--- src/asp_defs.svh ---
// Operation
// RULE1: host holds address and data-in hold controls high for transparent operation
// RULE2: both byte strobes stay high for the whole read cycle
// RULE3: address changes only while both byte strobes are high
// RULE4: a write asserts one or both byte strobes with setup and hold
// RULE5: chip select released with or before strobes keeps memory outputs off
// RULE6: chip select asserted with or after strobes keeps outputs off
// RULE7: output enable asserted with or after strobe keeps outputs off
// RULE8: strobe asserted turns memory outputs off; they return afterwards
// RULE9: output enable or chip select released turns memory outputs off
// RULE10: address valid before or with chip select falling
// RULE11: low strobe writes bits 0 to 8, high strobe bits 9 to 17
`ifndef ASP_DEFS_SVH
`define ASP_DEFS_SVH
`define ASP_CLK_PS 8000
// address setup to strobe or select, ns
`define ASP_T_SETUP_NS 2
// strobe pulse width, ns
`define ASP_T_WPULSE_NS 13
// read access from select, ns
`define ASP_T_ACCESS_NS 15
// output turn-off after output enable high, ns
`define ASP_T_OFF_NS 9
`define ASP_CYC(ns) ((((ns) * 1000) + `ASP_CLK_PS - 1) / `ASP_CLK_PS)
`define ASP_SETUP_CYC `ASP_CYC(`ASP_T_SETUP_NS)
`define ASP_WPULSE_CYC `ASP_CYC(`ASP_T_WPULSE_NS)
`define ASP_ACCESS_CYC `ASP_CYC(`ASP_T_ACCESS_NS)
`define ASP_OFF_CYC `ASP_CYC(`ASP_T_OFF_NS)
// extra read cycles while read data walks through the pin stages
`define ASP_SYNC_CYC 3
`define ASP_LO_MSB 8
`define ASP_HI_LSB 9
`endif

--- src/asp_pkg.sv ---
package asp_pkg;
  typedef logic [15:0] asp_addr_t;
  typedef logic [17:0] asp_data_t;
  typedef struct packed {
    logic write;
    logic [1:0] byte_en;
    asp_addr_t addr;
    asp_data_t wdata;
  } asp_req_s;
  typedef enum logic [2:0] {ASP_IDLE, ASP_SETUP, ASP_STROBE, ASP_HOLD, ASP_READ,
    ASP_OFF} asp_state_e;
endpackage

--- src/asp_host.sv ---
`timescale 1ns/100ps
`default_nettype none
`include "asp_defs.svh"
module asp_host (
  // clock and reset
  input wire logic clk,
  input wire logic rst_b,
  // user request
  input wire logic req_valid,
  output logic req_ready,
  input wire asp_pkg::asp_req_s req,
  // user answer
  output logic rsp_valid,
  output asp_pkg::asp_data_t rsp_data,
  // memory pins
  output asp_pkg::asp_addr_t mem_addr,
  output logic chip_sel_n,
  output logic out_en_n,
  output logic lo_byte_strobe_n,
  output logic hi_byte_strobe_n,
  output logic addr_hold_ctl,
  output logic din_hold_ctl,
  input wire asp_pkg::asp_data_t shared_data_pins_in,
  output asp_pkg::asp_data_t shared_data_pins_out,
  output logic shared_data_pins_oe
);
  import asp_pkg::*;

  // sequencer and its timer
  asp_state_e state_ff;
  asp_state_e nxt_state;
  logic [3:0] cnt_ff;
  logic [3:0] nxt_cnt;

  // request held for the whole access
  asp_req_s cur_ff;
  logic take;

  // moments at which a phase ends
  logic setup_end;
  logic strobe_end;
  logic read_end;

  // read data pin stages
  asp_data_t sync1_ff;
  asp_data_t sync2_ff;
  asp_data_t sync3_ff;
  logic pins_settled;

  // answer to the user
  logic rsp_valid_ff;
  asp_data_t rsp_data_ff;

  // memory control pins
  logic cs_n_ff;
  logic oe_n_ff;
  logic [1:0] strobe_n_ff;
  logic doe_ff;
  asp_addr_t addr_ff;

  // a timer that has run out
  function automatic logic cnt_done(input logic [3:0] cnt);
    cnt_done = (cnt == 4'h0);
  endfunction

  // the transparent latches stay open
  assign addr_hold_ctl = 1'b1; // RULE1
  assign din_hold_ctl = 1'b1; // RULE1

  // outputs
  assign req_ready = (state_ff == ASP_IDLE);
  assign rsp_valid = rsp_valid_ff;
  assign rsp_data = rsp_data_ff;
  assign mem_addr = addr_ff;
  assign chip_sel_n = cs_n_ff;
  assign out_en_n = oe_n_ff;
  assign lo_byte_strobe_n = strobe_n_ff[0];
  assign hi_byte_strobe_n = strobe_n_ff[1];
  assign shared_data_pins_oe = doe_ff;
  assign shared_data_pins_out = cur_ff.wdata;

  // a write with no byte lane is not taken
  assign take = req_valid && req_ready && (!req.write || (req.byte_en != 2'h0)); // RULE4

  // phase ends
  assign setup_end = (state_ff == ASP_SETUP) && cnt_done(cnt_ff);
  assign strobe_end = (state_ff == ASP_STROBE) && cnt_done(cnt_ff);
  assign read_end = (state_ff == ASP_READ) && cnt_done(cnt_ff) && pins_settled;

  // read data counts once the last two stages agree
  assign pins_settled = (sync2_ff == sync3_ff);

  // read data pins through three stages
  always_ff @(posedge clk or negedge rst_b) begin
    if (!rst_b) begin
      sync1_ff <= 18'h00000;
      sync2_ff <= 18'h00000;
      sync3_ff <= 18'h00000;
    end else begin
      sync1_ff <= shared_data_pins_in;
      sync2_ff <= sync1_ff;
      sync3_ff <= sync2_ff;
    end
  end

  // next state
  always_comb begin
    nxt_state = state_ff;
    unique case (state_ff)
      ASP_IDLE: begin
        if (take) begin
          nxt_state = ASP_SETUP;
        end
      end
      ASP_SETUP: begin
        if (setup_end) begin
          if (cur_ff.write) begin
            nxt_state = ASP_STROBE;
          end else begin
            nxt_state = ASP_READ;
          end
        end
      end
      ASP_STROBE: begin
        if (strobe_end) begin
          nxt_state = ASP_HOLD;
        end
      end
      ASP_HOLD: begin
        nxt_state = ASP_IDLE; // RULE3
      end
      ASP_READ: begin
        if (read_end) begin
          nxt_state = ASP_OFF;
        end
      end
      ASP_OFF: begin
        if (cnt_done(cnt_ff)) begin
          nxt_state = ASP_IDLE;
        end
      end
      default: begin
        nxt_state = ASP_IDLE;
      end
    endcase
  end

  // next timer value
  always_comb begin
    if (cnt_done(cnt_ff)) begin
      nxt_cnt = 4'h0;
    end else begin
      nxt_cnt = cnt_ff - 4'h1;
    end
    if (take) begin
      nxt_cnt = 4'(`ASP_SETUP_CYC);
    end else if (setup_end && cur_ff.write) begin
      nxt_cnt = 4'(`ASP_WPULSE_CYC); // RULE4
    end else if (setup_end) begin
      nxt_cnt = 4'(`ASP_ACCESS_CYC + `ASP_SYNC_CYC);
    end else if (read_end) begin
      nxt_cnt = 4'(`ASP_OFF_CYC);
    end
  end

  // state
  always_ff @(posedge clk or negedge rst_b) begin
    if (!rst_b) begin
      state_ff <= ASP_IDLE;
    end else begin
      state_ff <= nxt_state;
    end
  end

  // timer
  always_ff @(posedge clk or negedge rst_b) begin
    if (!rst_b) begin
      cnt_ff <= 4'h0;
    end else begin
      cnt_ff <= nxt_cnt;
    end
  end

  // request capture
  always_ff @(posedge clk or negedge rst_b) begin
    if (!rst_b) begin
      cur_ff <= '0;
    end else if (take) begin
      cur_ff <= req;
    end
  end

  // address moves only in idle, with both strobes high
  always_ff @(posedge clk or negedge rst_b) begin
    if (!rst_b) begin
      addr_ff <= 16'h0000;
    end else if (take) begin
      addr_ff <= req.addr; // RULE3 RULE10
    end
  end

  // chip select falls after the address has settled
  always_ff @(posedge clk or negedge rst_b) begin
    if (!rst_b) begin
      cs_n_ff <= 1'b1;
    end else if (setup_end) begin
      cs_n_ff <= 1'b0; // RULE10
    end else if ((state_ff == ASP_HOLD) || read_end) begin
      cs_n_ff <= 1'b1; // RULE4
    end
  end

  // output enable only for reads
  always_ff @(posedge clk or negedge rst_b) begin
    if (!rst_b) begin
      oe_n_ff <= 1'b1;
    end else if (setup_end && !cur_ff.write) begin
      oe_n_ff <= 1'b0; // RULE2 RULE9
    end else if (read_end) begin
      oe_n_ff <= 1'b1;
    end
  end

  // one strobe per byte lane
  generate
    for (genvar lane = 0; lane < 2; lane++) begin : g_lane
      always_ff @(posedge clk or negedge rst_b) begin
        if (!rst_b) begin
          strobe_n_ff[lane] <= 1'b1;
        end else if (setup_end && cur_ff.write) begin
          strobe_n_ff[lane] <= ~cur_ff.byte_en[lane]; // RULE4 RULE11
        end else if (strobe_end) begin
          strobe_n_ff[lane] <= 1'b1; // RULE3
        end
      end
    end
  endgenerate

  // write data driven from take until select is released
  always_ff @(posedge clk or negedge rst_b) begin
    if (!rst_b) begin
      doe_ff <= 1'b0;
    end else if (take) begin
      doe_ff <= req.write;
    end else if (state_ff == ASP_HOLD) begin
      doe_ff <= 1'b0;
    end
  end

  // answer pulse
  always_ff @(posedge clk or negedge rst_b) begin
    if (!rst_b) begin
      rsp_valid_ff <= 1'b0;
    end else begin
      rsp_valid_ff <= (state_ff == ASP_HOLD) || read_end;
    end
  end

  // read data kept until the next read
  always_ff @(posedge clk or negedge rst_b) begin
    if (!rst_b) begin
      rsp_data_ff <= 18'h00000;
    end else if (read_end) begin
      rsp_data_ff <= sync3_ff;
    end
  end
endmodule
`default_nettype wire

--- config.mk ---
export PLATFORM = sky130hd
export DESIGN_NAME = asp_host
export DESIGN_NICKNAME = d
export VERILOG_FILES = /design/src/asp_pkg.sv /design/src/asp_host.sv
export VERILOG_INCLUDE_DIRS = /design/src
export SDC_FILE = /design/constraint.sdc
export NUM_CORES = 1
export LEC_CHECK = 0
export ABC_AREA = 1
export BUFFER_PORTS_ARGS = -buffer_cell sky130_fd_sc_hd__buf_4
export CAP_MARGIN = 20
export CORE_MARGIN = 3
export CORE_UTILIZATION = 35
export CTS_CLUSTER_SIZE = 20
export DETAILED_ROUTE_END_ITERATION = 10
export GPL_TIMING_DRIVEN = 0
export PLACE_DENSITY = 0.66
export SETUP_SLACK_MARGIN = 0.2
export SYNTH_ARGS = -nofsm -noshare
export SYNTH_HDL_FRONTEND = slang
export SYNTH_SLANG_ARGS = --single-unit
--- constraint.sdc ---
create_clock -name clk -period 3.94 [get_ports clk]
set_input_delay 0 -clock clk [delete_from_list [all_inputs] [get_ports clk]]
set_output_delay 0 -clock clk [all_outputs]
set_load 0.03 [all_outputs]
==> Word-level counts from Yosys, hierarchy flattened <==
Index checks and enable logic that the tools add are counted.
{ "totals": {"reg_bits": 122, "latch_bits": 0, "ramBits": 0, "mem_bits_ro": 0, "inputBits": 58, "output_inout_bits": 61, "word_cells": 71, "mem_count": 0} }
{ "op_classes": {"add_sub_neg": 1, "multipliers": 0, "div_mod_pow": 0, "magnitude_cmp": 0, "n_eq_ne": 11, "shifts": 0, "mux": 21, "bitwise_logic": 2, "n_reduce_logical": 20} }
{ "op_table": {"columns": ["operator", "count"], "rows": [
  ["4-bit two-way mux", 5],
  ["18-bit == test", 1],
  ["3-bit two-way mux", 6],
  ["3-bit case mux with 5 select lines", 1],
  ["2-bit nonzero test", 5],
  ["1-bit two-way mux", 9],
  ["1-bit logical AND", 8],
  ["2-bit inequality test (second input constant)", 4],
  ["3-bit by 2-bit == test with 1-bit output (second input constant)", 2],
  ["3-bit == test (second input constant)", 2],
  ["5-bit AND reduction", 1],
  ["4-bit zero test", 1],
  ["4-bit by 1-bit subtractor with 4-bit output (second input constant)", 1],
  ["3-bit by 1-bit == test with 1-bit output (second input constant)", 1],
  ["3-bit zero test", 1],
  ["1-bit zero test", 2],
  ["1-bit logical OR", 2],
  ["2-bit by 1-bit inequality test with 1-bit output (second input constant)", 1],
  ["1-bit inverter", 2]
]} }

==> Depth between registers and ports, before layout <==
{ "depth": {"depth_word": 7, "depth_mapped": 12, "ltp_nobuf": 12} }

==> Worst setup path after synthesis <==
Ideal clock, no wire load.
{ "synth_path": {"path_type": "register to register", "start": "register state_ff[0]", "end": "register addr_ff[10] (netlist: mem_addr[10])", "setup_ns": 0.118, "arrival_ns": 1.540, "slack_ns": 2.283, "stages_incl_launch_ff": 11, "period_less_slack_ns": 1.657, "path_cell_list": "dfrtp_1 -> inv_2 -> nand2_2 -> nor2_2 -> nand2_1 -> nor2_2 -> inv_2 -> buf_6 -> buf_6 -> nand2_1 -> nand2_1"} }
{ "synth_between": {"elab_chain_cells": 3} }
{ "synth_rtl": {"columns": ["element", "line", "text"], "rows": [
  ["start, declared", "asp_host.sv:30", "asp_state_e state_ff;"],
  ["start signal, assigned", "asp_host.sv:171", "state_ff <= nxt_state;"],
  ["3-bit zero test", "asp_host.sv:71", "assign req_ready = (state_ff == ASP_IDLE);"],
  ["named net req_ready", "asp_host.sv:10", "output logic req_ready,"],
  ["1-bit logical AND (2 in series)", "asp_host.sv:83", "assign take = req_valid && req_ready && (!req.write || (req.byte_en != 2'h0));"],
  ["end signal, assigned", "asp_host.sv:198", "addr_ff <= req.addr;"],
  ["end, declared", "asp_host.sv:59", "asp_addr_t addr_ff;"]
]} }
The timed path passes the listed nets, and every way through them passes these cells.
A chain may end at the register's enable or synchronous reset.

==> Worst setup path in the final report <==
{ "layout_path": {"start": "register state_ff[0]", "end": "register cur_ff (netlist bit shared_data_pins_out[1])"} }
{ "layout_between": {"elab_chain_cells": 3} }
{ "layout_rtl": {"columns": ["element", "line", "text"], "rows": [
  ["3-bit zero test", "asp_host.sv:71", null],
  ["1-bit logical AND (2 in series)", "asp_host.sv:83", null],
  ["end signal, assigned", "asp_host.sv:189", "cur_ff <= req;"],
  ["end, declared", "asp_host.sv:36", "asp_req_s cur_ff;"]
]} }
No other way between the ends.

==> out/metrics.yaml <==
outcome: "finished, final reports clean"
remaining_drc_errors: 0
syn-cell-area_sq_um: 4790
pwr_density_cell_nw_per_um2: 671
dieArea_sq_um: 15100
cts_root_buf: "clkbuf_16"
fin_crit_sh: 0.434
ys_warn_count: 0
finalSetupViolCount: 0
initial_core_util: 0.361
cpMaxStageDelayCell: "dfrtp_1"
finalHoldViolations: 0
async_reset_ff_frac: 1.00
die_h_um: 123
seq_area_frac_synth: 0.638
synthTopCellsByArea: "dfrtp_1 62%, nand2_1 15%, inv_1 3.7%, o21ai_2 3.3%, buf_4 3.1%"
grt_pass1_vias: 3777
synthFlopType: "dfrtp_1"
synth_cells: 492
rows: 42
synth.distinct_cells: 26
drive_above_1_share: 0.330
cts_sinks: 122
fin_crit_ns: 1.71
crit_type: "reg2reg"
skew_ns: 0.00744
firstDrtPassIters: 5
rsz0062_at_grt: "no"
cp_cell_sequence: "inv_2 > nand2_2 > nor2_2 > nand2_1 > nor2_2 > inv_2 > buf_6 > buf_6 > nand2_1 > nand2_1"
critical_path.most_common_cell: "nand2_1"
grt-ovfl-total: 0
wl_per_cell_um: 11.9
critPathCaptureType: "register"
grt.total_usage: 0.149
p_leak_nw: 3.72
worstPathArrival_ns: 2.02
drt-initial-drc-count: 191
syn_avg_cell_area_sq_um: 9.75
final_core_util: 0.532
required_ns: 4.25
cp_slowest_stage_delay_ns: 0.41
port_buffers: 116
gp_congestion: 0.777
n_fill_cell: 1142
drt-total-wl_mm: 10.4
cts_buffers: 17
io_pins: 119
grt_max_degree: 71
cts_tree: "yes"
cts_buffer_depth: 2
htree_num_levels: 4
synth_edf_count: 0
ys_top_cells_by_count: "188 x nand2_1, 118 x dfrtp_1, 47 x inv_1"
clkSlewWorstSetupHoldPaths_ns: 0.06
drtAntennaViolNets: 0
hold_class: "in2async"
postCtsSetupBuffers: 0
setup-tns-final_ns: 0
multiInputGateArea_sq_um: 1290
avgViaCountPerCell: 4.24
ir_drop_mv: 0.492
vias: 3703
yosysMostFrequentCell: "nand2_1"
synth_largest_area_cell: "dfrtp_1"
maxSlewViolCount: 0
max_freq_mhz: 585
placeableCoreArea_sq_um: 13300
dpl.hpwl_mm: 7.23
cp-start-kind: "register"
area_delta_synth_final_pct: 47.5
drv_cap: 0
antenna_found_initial: 0
fin_nets: 743
crit_fanout: 10
diodes: 0
synth.top_cell.area_share: 0.616
die_w_um: 123
ys_ff_latch: 122
clk_latency_ns: 0.42
ff_latch_area_sq_um: 3060
grt_pass1_wl_mm: 17.3
[metrics by stage]
step | setup slack (ns) | area [sq um] | hold slack [ns] | std cells | power [mW]
4_1_cts | 2.21 | 7070 | 0.0848 | 874 | 4.80
3_3_place_gp | 2.27 | 5890 | 0.110 | 785 | 3.14
3_5_place_dp | 2.22 | 5920 | -0.0156 | 786 | 3.20
2_1_floorplan | 2.28 | 4800 | -0.296 | 493 | 2.66
5_1_grt | 2.09 | 7070 | 0.137 | 874 | 5.03
6_report | 2.23 | 7070 | 0.0906 | 874 | 4.74
[kinds of logic (layout without fill, tap and decap cells)]
kind of cell,Yosys count,count (layout),synth area share
other cells,1,2,0.000782
compound gates,38,38,0.0564
simple gates,245,245,0.211
buf+inv,86,291,0.0937
flops,122,122,0.638
[state kept, by name, indices dropped and copies added (netlist names)]
name,cells
sync2_ff,18
shared_data_pins_out,18
mem_addr,16
cur_ff,3
out_en_n,1
chip_sel_n,1
sync3_ff,18
sync1_ff,18
shared_data_pins_oe,1
rsp_valid,1
cnt_ff,4
rsp_data,18
hi_byte_strobe_n,1
state_ff,3
lo_byte_strobe_n,1
[worst max-delay path, delay by kind of cell (launching register included)]
kind	cells	cell delay [ns]
buf+inv	4	0.49
flops	1	0.41
simple gates	6	0.70
[routing by layer]
metal,vias to the layer above,share of wire,track usage
li1,1861,-,-
met1,1730,0.43,0.181
met2,94,0.51,0.243
met3,18,0.050,0.0517
met4,0,0.018,0.0602
met5,-,0,0
[power by group]
part	leakage, nW	internal [mW]	total, mW	switching, mW
combinational	1.93	0.620	1.54	0.916
sequential	1.50	1.52	1.67	0.153
clock	0.290	0.947	1.54	0.588
total	3.72	3.09	4.74	1.66
[path summary, 6_finish.rpt]
| path | start | end | slack (ns) | cells past startpoint |
|---|---|---|---|---|
| worst max-delay path | state_ff[0]$_DFFE_PN0P_ | shared_data_pins_out[1]$_DFFE_PN0P_ | 2.23 | 10 |
| worst min-delay path | rst_b | sync2_ff[10]$_DFF_PN0_ | 0.09 | 2 |
| worst max register to register | state_ff[0]$_DFFE_PN0P_ | shared_data_pins_out[1]$_DFFE_PN0P_ | 2.23 | 10 |
| worst min register to register | sync1_ff[11]$_DFF_PN0_ | sync2_ff[11]$_DFF_PN0_ | 0.35 | 0 |
| max in group asynchronous | rst_b | hi_byte_strobe_n$_DFFE_PN1P_ | 3.11 | 3 |
| min in group clk | req_valid | cnt_ff[2]$_DFF_PN0_ | 0.10 | 4 |
[area by class of cell]
class / count / area share
Tap cell: 176 / 0.0311
Clock buffer: 18 / 0.0607
Clock inverter: 14 / 0.0228
Multi-Input combinational cell: 285 / 0.183
Inverter: 55 / 0.0292
Sequential cell: 122 / 0.432
Timing Repair Buffer: 173 / 0.207
Buffer: 31 / 0.0343
[repair_timing]
item | 4_1_cts | 5_1_grt
hold buffers | 56 | 0
gates resized for setup | 0 | 0
hold endpoints to repair | 172 | 0
[placed cells by master, fill, tap and decap left out]
cell type / n
nand2_1: 188
buf_4: 135
dfrtp_1: 118
dlygate4sd3_1: 56
inv_1: 47
nor2_1: 28
o21ai_2: 18
clkbuf_16: 17
nand2_2: 14
inv_2: 8
o21ai_0: 7
a21oi_1: 7
buf_6: 7
buf_2: 5
inv_6: 5
nand3_1: 4
dfstp_2: 4
nor2_2: 3
nor2_4: 2
a31oi_1: 2
o211ai_1: 2
nor3_1: 2
conb_1: 2
clkinv_2: 2
bufinv_16: 2
inv_8: 2
clkinv_4: 2
nor3b_1: 1
a211oi_1: 1
nand4_2: 1
nand4_1: 1
nand3_4: 1
o21bai_1: 1
clkbuf_1: 1
clkinvlp_4: 1
buf_16: 1
No activity file was read; power rests on OpenSTA's default activity.
